$ cat src/link_csr_pkg.sv
// Package for the link control/status register bank.
// Assumes a single PCI clock domain; no other package is used.
package link_csr_pkg;
  // Transmit window map, byte offsets from the window base
  localparam logic [26:0] PCT_BASE    = 27'h0000000;
  localparam logic [26:0] PCT_LAST    = 27'h003FFFF;
  localparam logic [26:0] CSR_BASE    = 27'h0040000;
  localparam logic [26:0] CSR_LAST    = 27'h0041FFF;
  localparam logic [26:0] XMIT_BASE   = 27'h0042000;
  localparam logic [26:0] WINDOW_LAST = 27'h7FFFFFF;
  localparam logic [26:0] LCS_OFFSET  = 27'h0040000;
  // Field positions of link_control_status
  localparam int ONLINE_LSB  = 19;
  localparam int ONLINE_MSB  = 26;
  localparam int RSV_HI_LSB  = 16;
  localparam int RSV_HI_MSB  = 18;
  localparam int SUMMARY_BIT = 15;
  localparam int PORT_CHG    = 14;
  localparam int RSV13_BIT   = 13;
  localparam int SG_EN_BIT   = 12;
  localparam int PUT_BIT     = 11;
  localparam int TX_PEND_BIT = 10;
  localparam int RX_PEND_BIT = 9;
  localparam int IF_RST_BIT  = 8;
  localparam int CL_INT_BIT  = 7;
  localparam int PORT_IE_BIT = 6;
  localparam int CL_IE_BIT   = 5;
  localparam int TPE_IE_BIT  = 4;
  localparam int RPE_IE_BIT  = 3;
  localparam int VHUB_BIT    = 2;
  localparam int RPE_BIT     = 1;
  localparam int TPE_BIT     = 0;
  // Reset value: only the power-up test hold comes up set
  localparam logic [31:0] LCS_RESET = 32'h00000800;
  // PCI status bit positions
  localparam int ST_ANY_PAR  = 31;
  localparam int ST_ADR_PAR  = 30;
  localparam int ST_MABORT   = 29;
  localparam int ST_TABORT   = 28;
  localparam int ST_MPERR    = 24;
  localparam logic [31:0] STATUS_RESET = 32'h00000000;
  // Address decode regions
  typedef enum logic [1:0] {
    REGION_PCT  = 2'b00,
    REGION_CSR  = 2'b01,
    REGION_XMIT = 2'b10
  } region_e;
endpackage

$ cat src/cluster_adapter_link_csr.sv
// Link control/status register and PCI error flags of the adapter.
// Assumes PCI target logic presents one-cycle register strobes and that
// error, FIFO and port events arrive already in the PCI clock domain,
// except the virtual hub strap and online vector, which are synchronised.
`timescale 1ns/10ps
module cluster_adapter_link_csr (
  input  wire logic        clk_in,
  input  wire logic        rstn_in,
  // Transmit window access
  input  wire logic [26:0] win_offset_in,
  input  wire logic        reg_wr_in,
  input  wire logic        reg_rd_in,
  input  wire logic [31:0] reg_wdata_in,
  input  wire logic        status_wr_in,
  // Cluster side events
  input  wire logic        port_change_in,
  input  wire logic        flagged_write_in,
  input  wire logic        tpe_event_in,
  input  wire logic        rpe_event_in,
  input  wire logic        tx_fifo_nonempty_in,
  input  wire logic        rx_fifo_nonempty_in,
  input  wire logic [7:0]  node_online_in,
  input  wire logic        virtual_hub_in,
  // PCI side events
  input  wire logic        addr_parity_err_in,
  input  wire logic        is_master_in,
  input  wire logic        serr_enable_in,
  input  wire logic        target_data_par_in,
  input  wire logic        master_abort_in,
  input  wire logic        target_abort_in,
  input  wire logic        perr_seen_in,
  input  wire logic        perr_response_in,
  // Results
  output logic [31:0]      reg_rdata_out,
  output logic             reg_rvalid_out,
  output logic [31:0]      pci_status_out,
  output logic             serr_out,
  output logic             irq_out,
  output logic             link_ok_out,
  output logic             use_sg_table_out,
  output logic             cluster_rst_out,
  output logic [1:0]       region_out
);
  link_csr_pkg::region_e region_q;
  logic        lcs_hit;
  logic        lcs_wr;
  logic        put_d;
  logic        rst_req;
  logic [7:0]  online_s1_q;
  logic [7:0]  online_q;
  logic        vhub_s1_q;
  logic        vhub_q;
  logic        sg_en_q;
  logic        put_q;
  logic [3:0]  enables_q;
  logic        rsv13_q;
  logic [2:0]  rsv_hi_q;
  logic        port_chg_f;
  logic        cl_int_f;
  logic        tpe_f;
  logic        rpe_f;
  logic        addr_par;
  logic        perr_master;
  logic        tpe_set;
  logic        rpe_set;
  logic        summary;
  logic [31:0] lcs_view;
  logic [31:0] status_q;
  logic [31:0] status_d;

  // One write-data bit qualified by the register write strobe
  function automatic logic wr_bit(input logic wr, input logic [31:0] d,
                                  input int pos);
    return wr && d[pos];
  endfunction

  // Register hit decode is combinational so writes take effect in one cycle
  assign lcs_hit = (win_offset_in == link_csr_pkg::LCS_OFFSET);
  assign lcs_wr  = reg_wr_in && lcs_hit;
  // Next hold value and reset request, so link OK drops in the same cycle
  assign put_d   = lcs_wr ? reg_wdata_in[link_csr_pkg::PUT_BIT] : put_q;
  assign rst_req = wr_bit(lcs_wr, reg_wdata_in, link_csr_pkg::IF_RST_BIT);

  region_decode u_region (
    .clk_in     (clk_in),
    .rstn_in    (rstn_in),
    .offset_in  (win_offset_in),
    .region_out (region_q)
  );

  // Pin-level online vector and strap cross in through two flops
  always_ff @(posedge clk_in or negedge rstn_in) begin
    if (!rstn_in) begin
      online_s1_q <= 8'h00;
      online_q    <= 8'h00;
      vhub_s1_q   <= 1'b0;
      vhub_q      <= 1'b0;
    end else begin
      online_s1_q <= node_online_in;
      online_q    <= online_s1_q;
      vhub_s1_q   <= virtual_hub_in;
      vhub_q      <= vhub_s1_q;
    end
  end

  // Writable control bits; read-only fields simply have no write path
  always_ff @(posedge clk_in or negedge rstn_in) begin
    if (!rstn_in) begin
      sg_en_q   <= 1'b0;
      put_q     <= link_csr_pkg::LCS_RESET[link_csr_pkg::PUT_BIT];
      enables_q <= 4'h0;
      rsv13_q   <= 1'b0;
      rsv_hi_q  <= 3'h0;
    end else if (lcs_wr) begin
      sg_en_q   <= reg_wdata_in[link_csr_pkg::SG_EN_BIT];
      put_q     <= reg_wdata_in[link_csr_pkg::PUT_BIT];
      enables_q <= reg_wdata_in[link_csr_pkg::PORT_IE_BIT:
                                link_csr_pkg::RPE_IE_BIT];
      rsv13_q   <= reg_wdata_in[link_csr_pkg::RSV13_BIT];
      rsv_hi_q  <= reg_wdata_in[link_csr_pkg::RSV_HI_MSB:
                                link_csr_pkg::RSV_HI_LSB];
    end
  end

  // Address parity not as master is also a potential transmit error
  assign addr_par = addr_parity_err_in && !is_master_in;
  assign tpe_set  = tpe_event_in || (addr_par && serr_enable_in);
  // Target PERR only counts while this device masters the write
  assign perr_master = perr_seen_in && perr_response_in && is_master_in;
  assign rpe_set  = rpe_event_in || perr_master;

  // Port change requests only count while their enable is on
  w1c_flag u_port_chg (
    .clk_in   (clk_in),
    .rstn_in  (rstn_in),
    .set_in   (port_change_in && enables_q[3]),
    .clr_in   (wr_bit(lcs_wr, reg_wdata_in, link_csr_pkg::PORT_CHG)),
    .flag_out (port_chg_f)
  );

  w1c_flag u_cl_int (
    .clk_in   (clk_in),
    .rstn_in  (rstn_in),
    .set_in   (flagged_write_in),
    .clr_in   (wr_bit(lcs_wr, reg_wdata_in, link_csr_pkg::CL_INT_BIT)),
    .flag_out (cl_int_f)
  );

  w1c_flag u_rpe (
    .clk_in   (clk_in),
    .rstn_in  (rstn_in),
    .set_in   (rpe_set),
    .clr_in   (wr_bit(lcs_wr, reg_wdata_in, link_csr_pkg::RPE_BIT)),
    .flag_out (rpe_f)
  );

  w1c_flag u_tpe (
    .clk_in   (clk_in),
    .rstn_in  (rstn_in),
    .set_in   (tpe_set),
    .clr_in   (wr_bit(lcs_wr, reg_wdata_in, link_csr_pkg::TPE_BIT)),
    .flag_out (tpe_f)
  );

  // Summary covers raw pending conditions, not masked ones
  assign summary = tpe_f | rpe_f | cl_int_f | port_chg_f;

  // Read view; writes never reach bits 31:27, 26:19, 15, 10, 9, 2
  always_comb begin
    lcs_view = 32'h00000000;
    lcs_view[link_csr_pkg::ONLINE_MSB:link_csr_pkg::ONLINE_LSB] = online_q;
    lcs_view[link_csr_pkg::RSV_HI_MSB:link_csr_pkg::RSV_HI_LSB] = rsv_hi_q;
    lcs_view[link_csr_pkg::SUMMARY_BIT] = summary;
    lcs_view[link_csr_pkg::PORT_CHG]    = port_chg_f;
    lcs_view[link_csr_pkg::RSV13_BIT]   = rsv13_q;
    lcs_view[link_csr_pkg::SG_EN_BIT]   = sg_en_q;
    lcs_view[link_csr_pkg::PUT_BIT]     = put_q;
    lcs_view[link_csr_pkg::TX_PEND_BIT] = tx_fifo_nonempty_in;
    lcs_view[link_csr_pkg::RX_PEND_BIT] = rx_fifo_nonempty_in;
    lcs_view[link_csr_pkg::CL_INT_BIT]  = cl_int_f;
    lcs_view[link_csr_pkg::PORT_IE_BIT:link_csr_pkg::RPE_IE_BIT] = enables_q;
    lcs_view[link_csr_pkg::VHUB_BIT]    = vhub_q;
    lcs_view[link_csr_pkg::RPE_BIT]     = rpe_f;
    lcs_view[link_csr_pkg::TPE_BIT]     = tpe_f;
  end

  // Read data registered; unmapped offsets answer zero
  always_ff @(posedge clk_in or negedge rstn_in) begin
    if (!rstn_in) begin
      reg_rdata_out  <= 32'h00000000;
      reg_rvalid_out <= 1'b0;
    end else begin
      reg_rvalid_out <= reg_rd_in;
      if (reg_rd_in) begin
        reg_rdata_out <= lcs_hit ? lcs_view : 32'h00000000;
      end
    end
  end

  // PCI status sticky bits, set wins over a same-cycle write-one clear
  always_comb begin
    status_d = status_q;
    if (status_wr_in) begin
      status_d = status_q & ~reg_wdata_in;
    end
    if (addr_par) begin
      status_d[link_csr_pkg::ST_ANY_PAR] = 1'b1;
      // Bit 30 follows the SERR assertion, never cleared by an event
      if (serr_enable_in) begin
        status_d[link_csr_pkg::ST_ADR_PAR] = 1'b1;
      end
    end
    if (target_data_par_in) begin
      status_d[link_csr_pkg::ST_ANY_PAR] = 1'b1;
    end
    if (master_abort_in) begin
      status_d[link_csr_pkg::ST_MABORT] = 1'b1;
    end
    if (target_abort_in) begin
      status_d[link_csr_pkg::ST_TABORT] = 1'b1;
    end
    if (perr_master) begin
      status_d[link_csr_pkg::ST_MPERR] = 1'b1;
    end
    // Only the implemented sticky bits can hold a value
    status_d = status_d & 32'hF1000000;
  end

  always_ff @(posedge clk_in or negedge rstn_in) begin
    if (!rstn_in) begin
      status_q <= link_csr_pkg::STATUS_RESET;
    end else begin
      status_q <= status_d;
    end
  end

  // Serr pulses the cycle after a qualifying address parity error
  always_ff @(posedge clk_in or negedge rstn_in) begin
    if (!rstn_in) begin
      serr_out <= 1'b0;
    end else begin
      serr_out <= addr_par && serr_enable_in;
    end
  end

  // Interrupt request: each pending bit gated by its own enable
  always_ff @(posedge clk_in or negedge rstn_in) begin
    if (!rstn_in) begin
      irq_out <= 1'b0;
    end else begin
      irq_out <= (port_chg_f && enables_q[3]) ||
                 (cl_int_f   && enables_q[2]) ||
                 (tpe_f      && enables_q[1]) ||
                 (rpe_f      && enables_q[0]);
    end
  end

  // Link OK held low while the power-up test hold is set
  always_ff @(posedge clk_in or negedge rstn_in) begin
    if (!rstn_in) begin
      link_ok_out <= 1'b0;
    end else begin
      link_ok_out <= !put_d && !rst_req;
    end
  end

  // Cluster-side reset pulse; PCI-side registers here are not touched
  always_ff @(posedge clk_in or negedge rstn_in) begin
    if (!rstn_in) begin
      cluster_rst_out <= 1'b0;
    end else begin
      cluster_rst_out <= rst_req;
    end
  end

  // Translation select and region, straight from flops
  always_ff @(posedge clk_in or negedge rstn_in) begin
    if (!rstn_in) begin
      use_sg_table_out <= 1'b0;
    end else begin
      use_sg_table_out <= sg_en_q;
    end
  end

  assign pci_status_out = status_q;
  assign region_out     = region_q;
endmodule

$ cat src/w1c_flag.sv
// One sticky event flag cleared by writing one.
// Assumes set and clear are synchronous to clk_in.
`timescale 1ns/10ps
module w1c_flag (
  input  wire logic clk_in,
  input  wire logic rstn_in,
  input  wire logic set_in,
  input  wire logic clr_in,
  output logic      flag_out
);
  // Set beats clear so an event in the clear cycle survives
  always_ff @(posedge clk_in or negedge rstn_in) begin
    if (!rstn_in) begin
      flag_out <= 1'b0;
    end else if (set_in) begin
      flag_out <= 1'b1;
    end else if (clr_in) begin
      flag_out <= 1'b0;
    end
  end
endmodule

$ cat src/region_decode.sv
// Transmit window region decoder, registered.
// Assumes window offset arrives synchronous to clk_in.
`timescale 1ns/10ps
module region_decode (
  input  wire logic                     clk_in,
  input  wire logic                     rstn_in,
  input  wire logic [26:0]              offset_in,
  output link_csr_pkg::region_e         region_out
);
  // Three contiguous regions, window upper limit is the offset width
  always_ff @(posedge clk_in or negedge rstn_in) begin
    if (!rstn_in) begin
      region_out <= link_csr_pkg::REGION_PCT;
    end else if (offset_in <= link_csr_pkg::PCT_LAST) begin
      region_out <= link_csr_pkg::REGION_PCT;
    end else if (offset_in <= link_csr_pkg::CSR_LAST) begin
      region_out <= link_csr_pkg::REGION_CSR;
    end else begin
      region_out <= link_csr_pkg::REGION_XMIT;
    end
  end
endmodule

$ cat config.mk
export PLATFORM = sky130hd
export DESIGN_NAME = cluster_adapter_link_csr
export DESIGN_NICKNAME = d
export VERILOG_FILES = /design/src/link_csr_pkg.sv /design/src/cluster_adapter_link_csr.sv /design/src/w1c_flag.sv /design/src/region_decode.sv
export SDC_FILE = /design/constraint.sdc
export NUM_CORES = 1
export LEC_CHECK = 0
export ABC_CLOCK_PERIOD_IN_PS = 2600
export BUFFER_PORTS_ARGS = -buffer_cell sky130_fd_sc_hd__buf_4
export CORE_UTILIZATION = 48
export DETAILED_ROUTE_END_ITERATION = 16
export GPL_ROUTABILITY_DRIVEN = 0
export PLACE_DENSITY = 0.95
export SLEW_MARGIN = 20
export SYNTH_ARGS = -nofsm -noshare
export SYNTH_HDL_FRONTEND = slang
export SYNTH_SLANG_ARGS = --single-unit
export TNS_END_PERCENT = 20
$ cat constraint.sdc
create_clock -name clk_in -period 2.6 [get_ports clk_in]
set_input_delay 0.26 -clock clk_in [delete_from_list [all_inputs] [get_ports clk_in]]
set_output_delay 0.26 -clock clk_in [all_outputs]
set_load 0.005 [all_outputs]
==> flow_summary.json <==
{
  "htree_num_levels": 3,
  "fmax_ghz": 0.618,
  "clockBufferDepth": 2,
  "cp.arrival_ns": 1.79,
  "drv_slew": 0,
  "worstPathRequired_ns": 2.77,
  "place_ws_ns": 0.701,
  "hold_viol_final": 0,
  "dr_wl_met2_mm": 3.49,
  "final_common_cell": "buf_4",
  "power.leakage_nw": 2.04,
  "ys_warn_count": 0,
  "p_switching_mw": 0.501,
  "post-route-drc-count": 0,
  "antenna_cells": 0,
  "drt_iter0_drc": 84,
  "setup_violations": 0,
  "die_h_um": 81.1,
  "final_cell_mix": "buf_4 (114), dfrtp_1 (70), conb_1 (33)",
  "cts_buffers": 9,
  "dp_hpwl_mm": 4.49,
  "grt_pass1_vias": 2095,
  "nets": 429,
  "setup_ws_ns": 0.982,
  "path_max_fanout": 5,
  "via_per_inst": 4.90,
  "finalCritPeriodShare_pct": 62.2,
  "cts-hold-fix-buffers": 0,
  "start_util_pct": 50.1,
  "fin_area_sq_um": 4000,
  "ant_nets": 0,
  "tightest_slew_ns": 0.861,
  "r2r-start": "u_port_chg.flag_out",
  "hold_path.class": "primary input to asynchronous set/reset pin",
  "final_core_util_pct": 66.7,
  "numPortBuffers": 113,
  "startpoint": "win_offset_in[19]",
  "post_cts_resized": 0,
  "grt_overflow": 0,
  "p_int_mw": 1.76,
  "netlist_area_sq_um": 3000,
  "coreArea_sq_um": 5990,
  "dpl_cell_area_sq_um": 3780,
  "ios": 159,
  "hold_slack_ns": 0.0298,
  "die_x_um": 81.1,
  "clock-sinks": 71,
  "totalPowerFinal_mw": 2.26,
  "relSlewSlack_pct": 42.6,
  "area_growth_syn_to_layout_pct": 33.1,
  "wl_met1_mm": 2.36,
  "netlist_instances": 226,
  "ys_seq_elements": 71,
  "grt_max_degree": 72,
  "drt_wl_total_mm": 6.26,
  "die_area_sq_um": 6580,
  "cts_setup_buffers": 0,
  "reg2reg_to": "u_port_chg.flag_out",
  "rsz0062_at_grt": "false",
  "antenna_found_initial": 0,
  "insertion_delay_ns": 0.33,
  "cts-root-buf": "clkbuf_8",
  "reg2reg_depth": 3,
  "end_kind": "register",
  "avgSynthCellArea_sq_um": 13.3,
  "firstDrtPassIters": 4,
  "power.share.switching_pct": 22.2,
  "fin_skew_ns": 0.00767,
  "power.density_nw_per_um2": 566,
  "setup-tns-final_ns": 0,
  "met3WireLength_um": 319,
  "pwr-share-comb_pct": 7.8,
  "maxCapViolCount": 0,
  "rows": 28,
  "placed_cells": 406,
  "clkPwrFrac_pct": 42.0,
  "grt_usage_pct": 20.4,
  "fin_cells": 422,
  "vias": 2069,
  "clk_pin_slew_worst_paths_ns": 0.08,
  "synthDistinctLibCells": 38,
  "drive_above_1_share_pct": 50.4,
  "p_seq_share_pct": 50.2,
  "wl_per_cell_um": 14.8,
  "vdd_drop_max_mv": 0.394,
  "status": "completed",
  "crit_path_end": "u_port_chg.flag_out",
  "r2r_slack_ns": 1.50,
  "criticalPathCategory": "primary input to register",
  "fin_crit_ns": 1.62,
  "grt_pass1_wl_mm": 9.92,
  "synth_seq_area_share_pct": 59.2,
  "cts_tree": "done",
  "maxUsedRoutingLayer": "met4",
  "start_kind": "primary input"
}
[routing by layer]
layer  vias up  track usage (%)
met3         8             5.28
met1      1033             22.7
met4         0             8.21
met5         -                0
met2        74             37.1
li1        954                -
[power groups by stage]
stage / Combinational, mW / Sequential, mW / Clock, mW
floorplan: 0.0770 / 1.15 / 0
global placement: 0.171 / 1.15 / 0
detailed placement: 0.178 / 1.16 / 0
CTS: 0.178 / 1.13 / 0.971
global route: 0.196 / 1.14 / 1.02
finish: 0.176 / 1.14 / 0.950
[sequential cells by signal, summed over array words and instances, names as in the netlist, 2 cells and up]
| signal | cells |
|---|---|
| enables_q | 4 |
| online_q | 8 |
| online_s1_q | 8 |
| pci_status_out | 5 |
| reg_rdata_out | 26 |
| rsv_hi_q | 3 |
| u_region.region_out | 2 |
[worst min path at each step]
stage / depth (start not counted) / end / start / slack (ns)
3_5_place_dp: 0 / online_q[3] / online_s1_q[3] / 0.34
5_1_grt: 1 / online_s1_q[3] / node_online_in[3] / 0.005
2_1_floorplan: 0 / cluster_rst_out / rstn_in / -0.04
6_report: 1 / u_region.region_out[1] / rstn_in / 0.03
4_1_cts: 1 / online_s1_q[4] / node_online_in[4] / 0.01
3_3_place_gp: 0 / vhub_q / vhub_s1_q / 0.33
[Yosys cell counts]
cell,count,area share (%)
nor3_1,3,0.50
nor4b_4,1,0.79
a221o_1,1,0.33
or4_1,1,0.25
nor4_4,2,1.4
nand2_1,7,0.88
mux2_2,1,0.37
o21ai_0,2,0.33
and2_1,1,0.21
buf_2,2,0.33
mux2i_1,1,0.33
nor3_4,1,0.54
a31o_2,24,7.0
buf_12,1,0.67
a22oi_1,2,0.50
a31oi_1,4,0.83
or2_2,1,0.21
o32ai_1,1,0.29
inv_1,6,0.75
nor2_1,4,0.50
nor2b_1,26,5.4
o41ai_1,1,0.29
a32o_1,1,0.33
nand4_4,1,0.71
nor2_4,1,0.37
mux2_4,9,4.5
dfrtp_1,70,58
nor4_2,2,0.83
clkbuf_1,5,0.63
dfstp_2,1,0.88
a31o_1,1,0.29
a2bb2oi_1,1,0.29
and3_1,1,0.21
a21o_1,3,0.75
nand3_1,2,0.33
nand4_2,1,0.42
conb_1,1,0.12
buf_4,33,8.3
[layout make-up]
class,instances,area (sq um)
clock buffer,9,124
timing repair buffer,114,856
fill,453,1990
clock inverter,7,97.6
tap,75,93.8
multi-input combinational,140,1030
sequential,71,1780
inverter,6,22.5
[worst max-delay path, stage by stage]
cell     delay (ns)
buf_4          0.12
nor4_4         0.33
nand4_4        0.21
nor3_1         0.65
o21ai_0        0.22
[cell families after synthesis]
| family | count (synthesis) | share of synthesized area (%) |
|---|---|---|
| compound gates | 41 | 11.2 |
| mux | 11 | 5.21 |
| simple gates | 55 | 13.6 |
| flops | 71 | 59.2 |
| buf+inv | 47 | 10.6 |
| other cells | 1 | 0.125 |
Note: power is estimated with default switching activity, not from simulation.
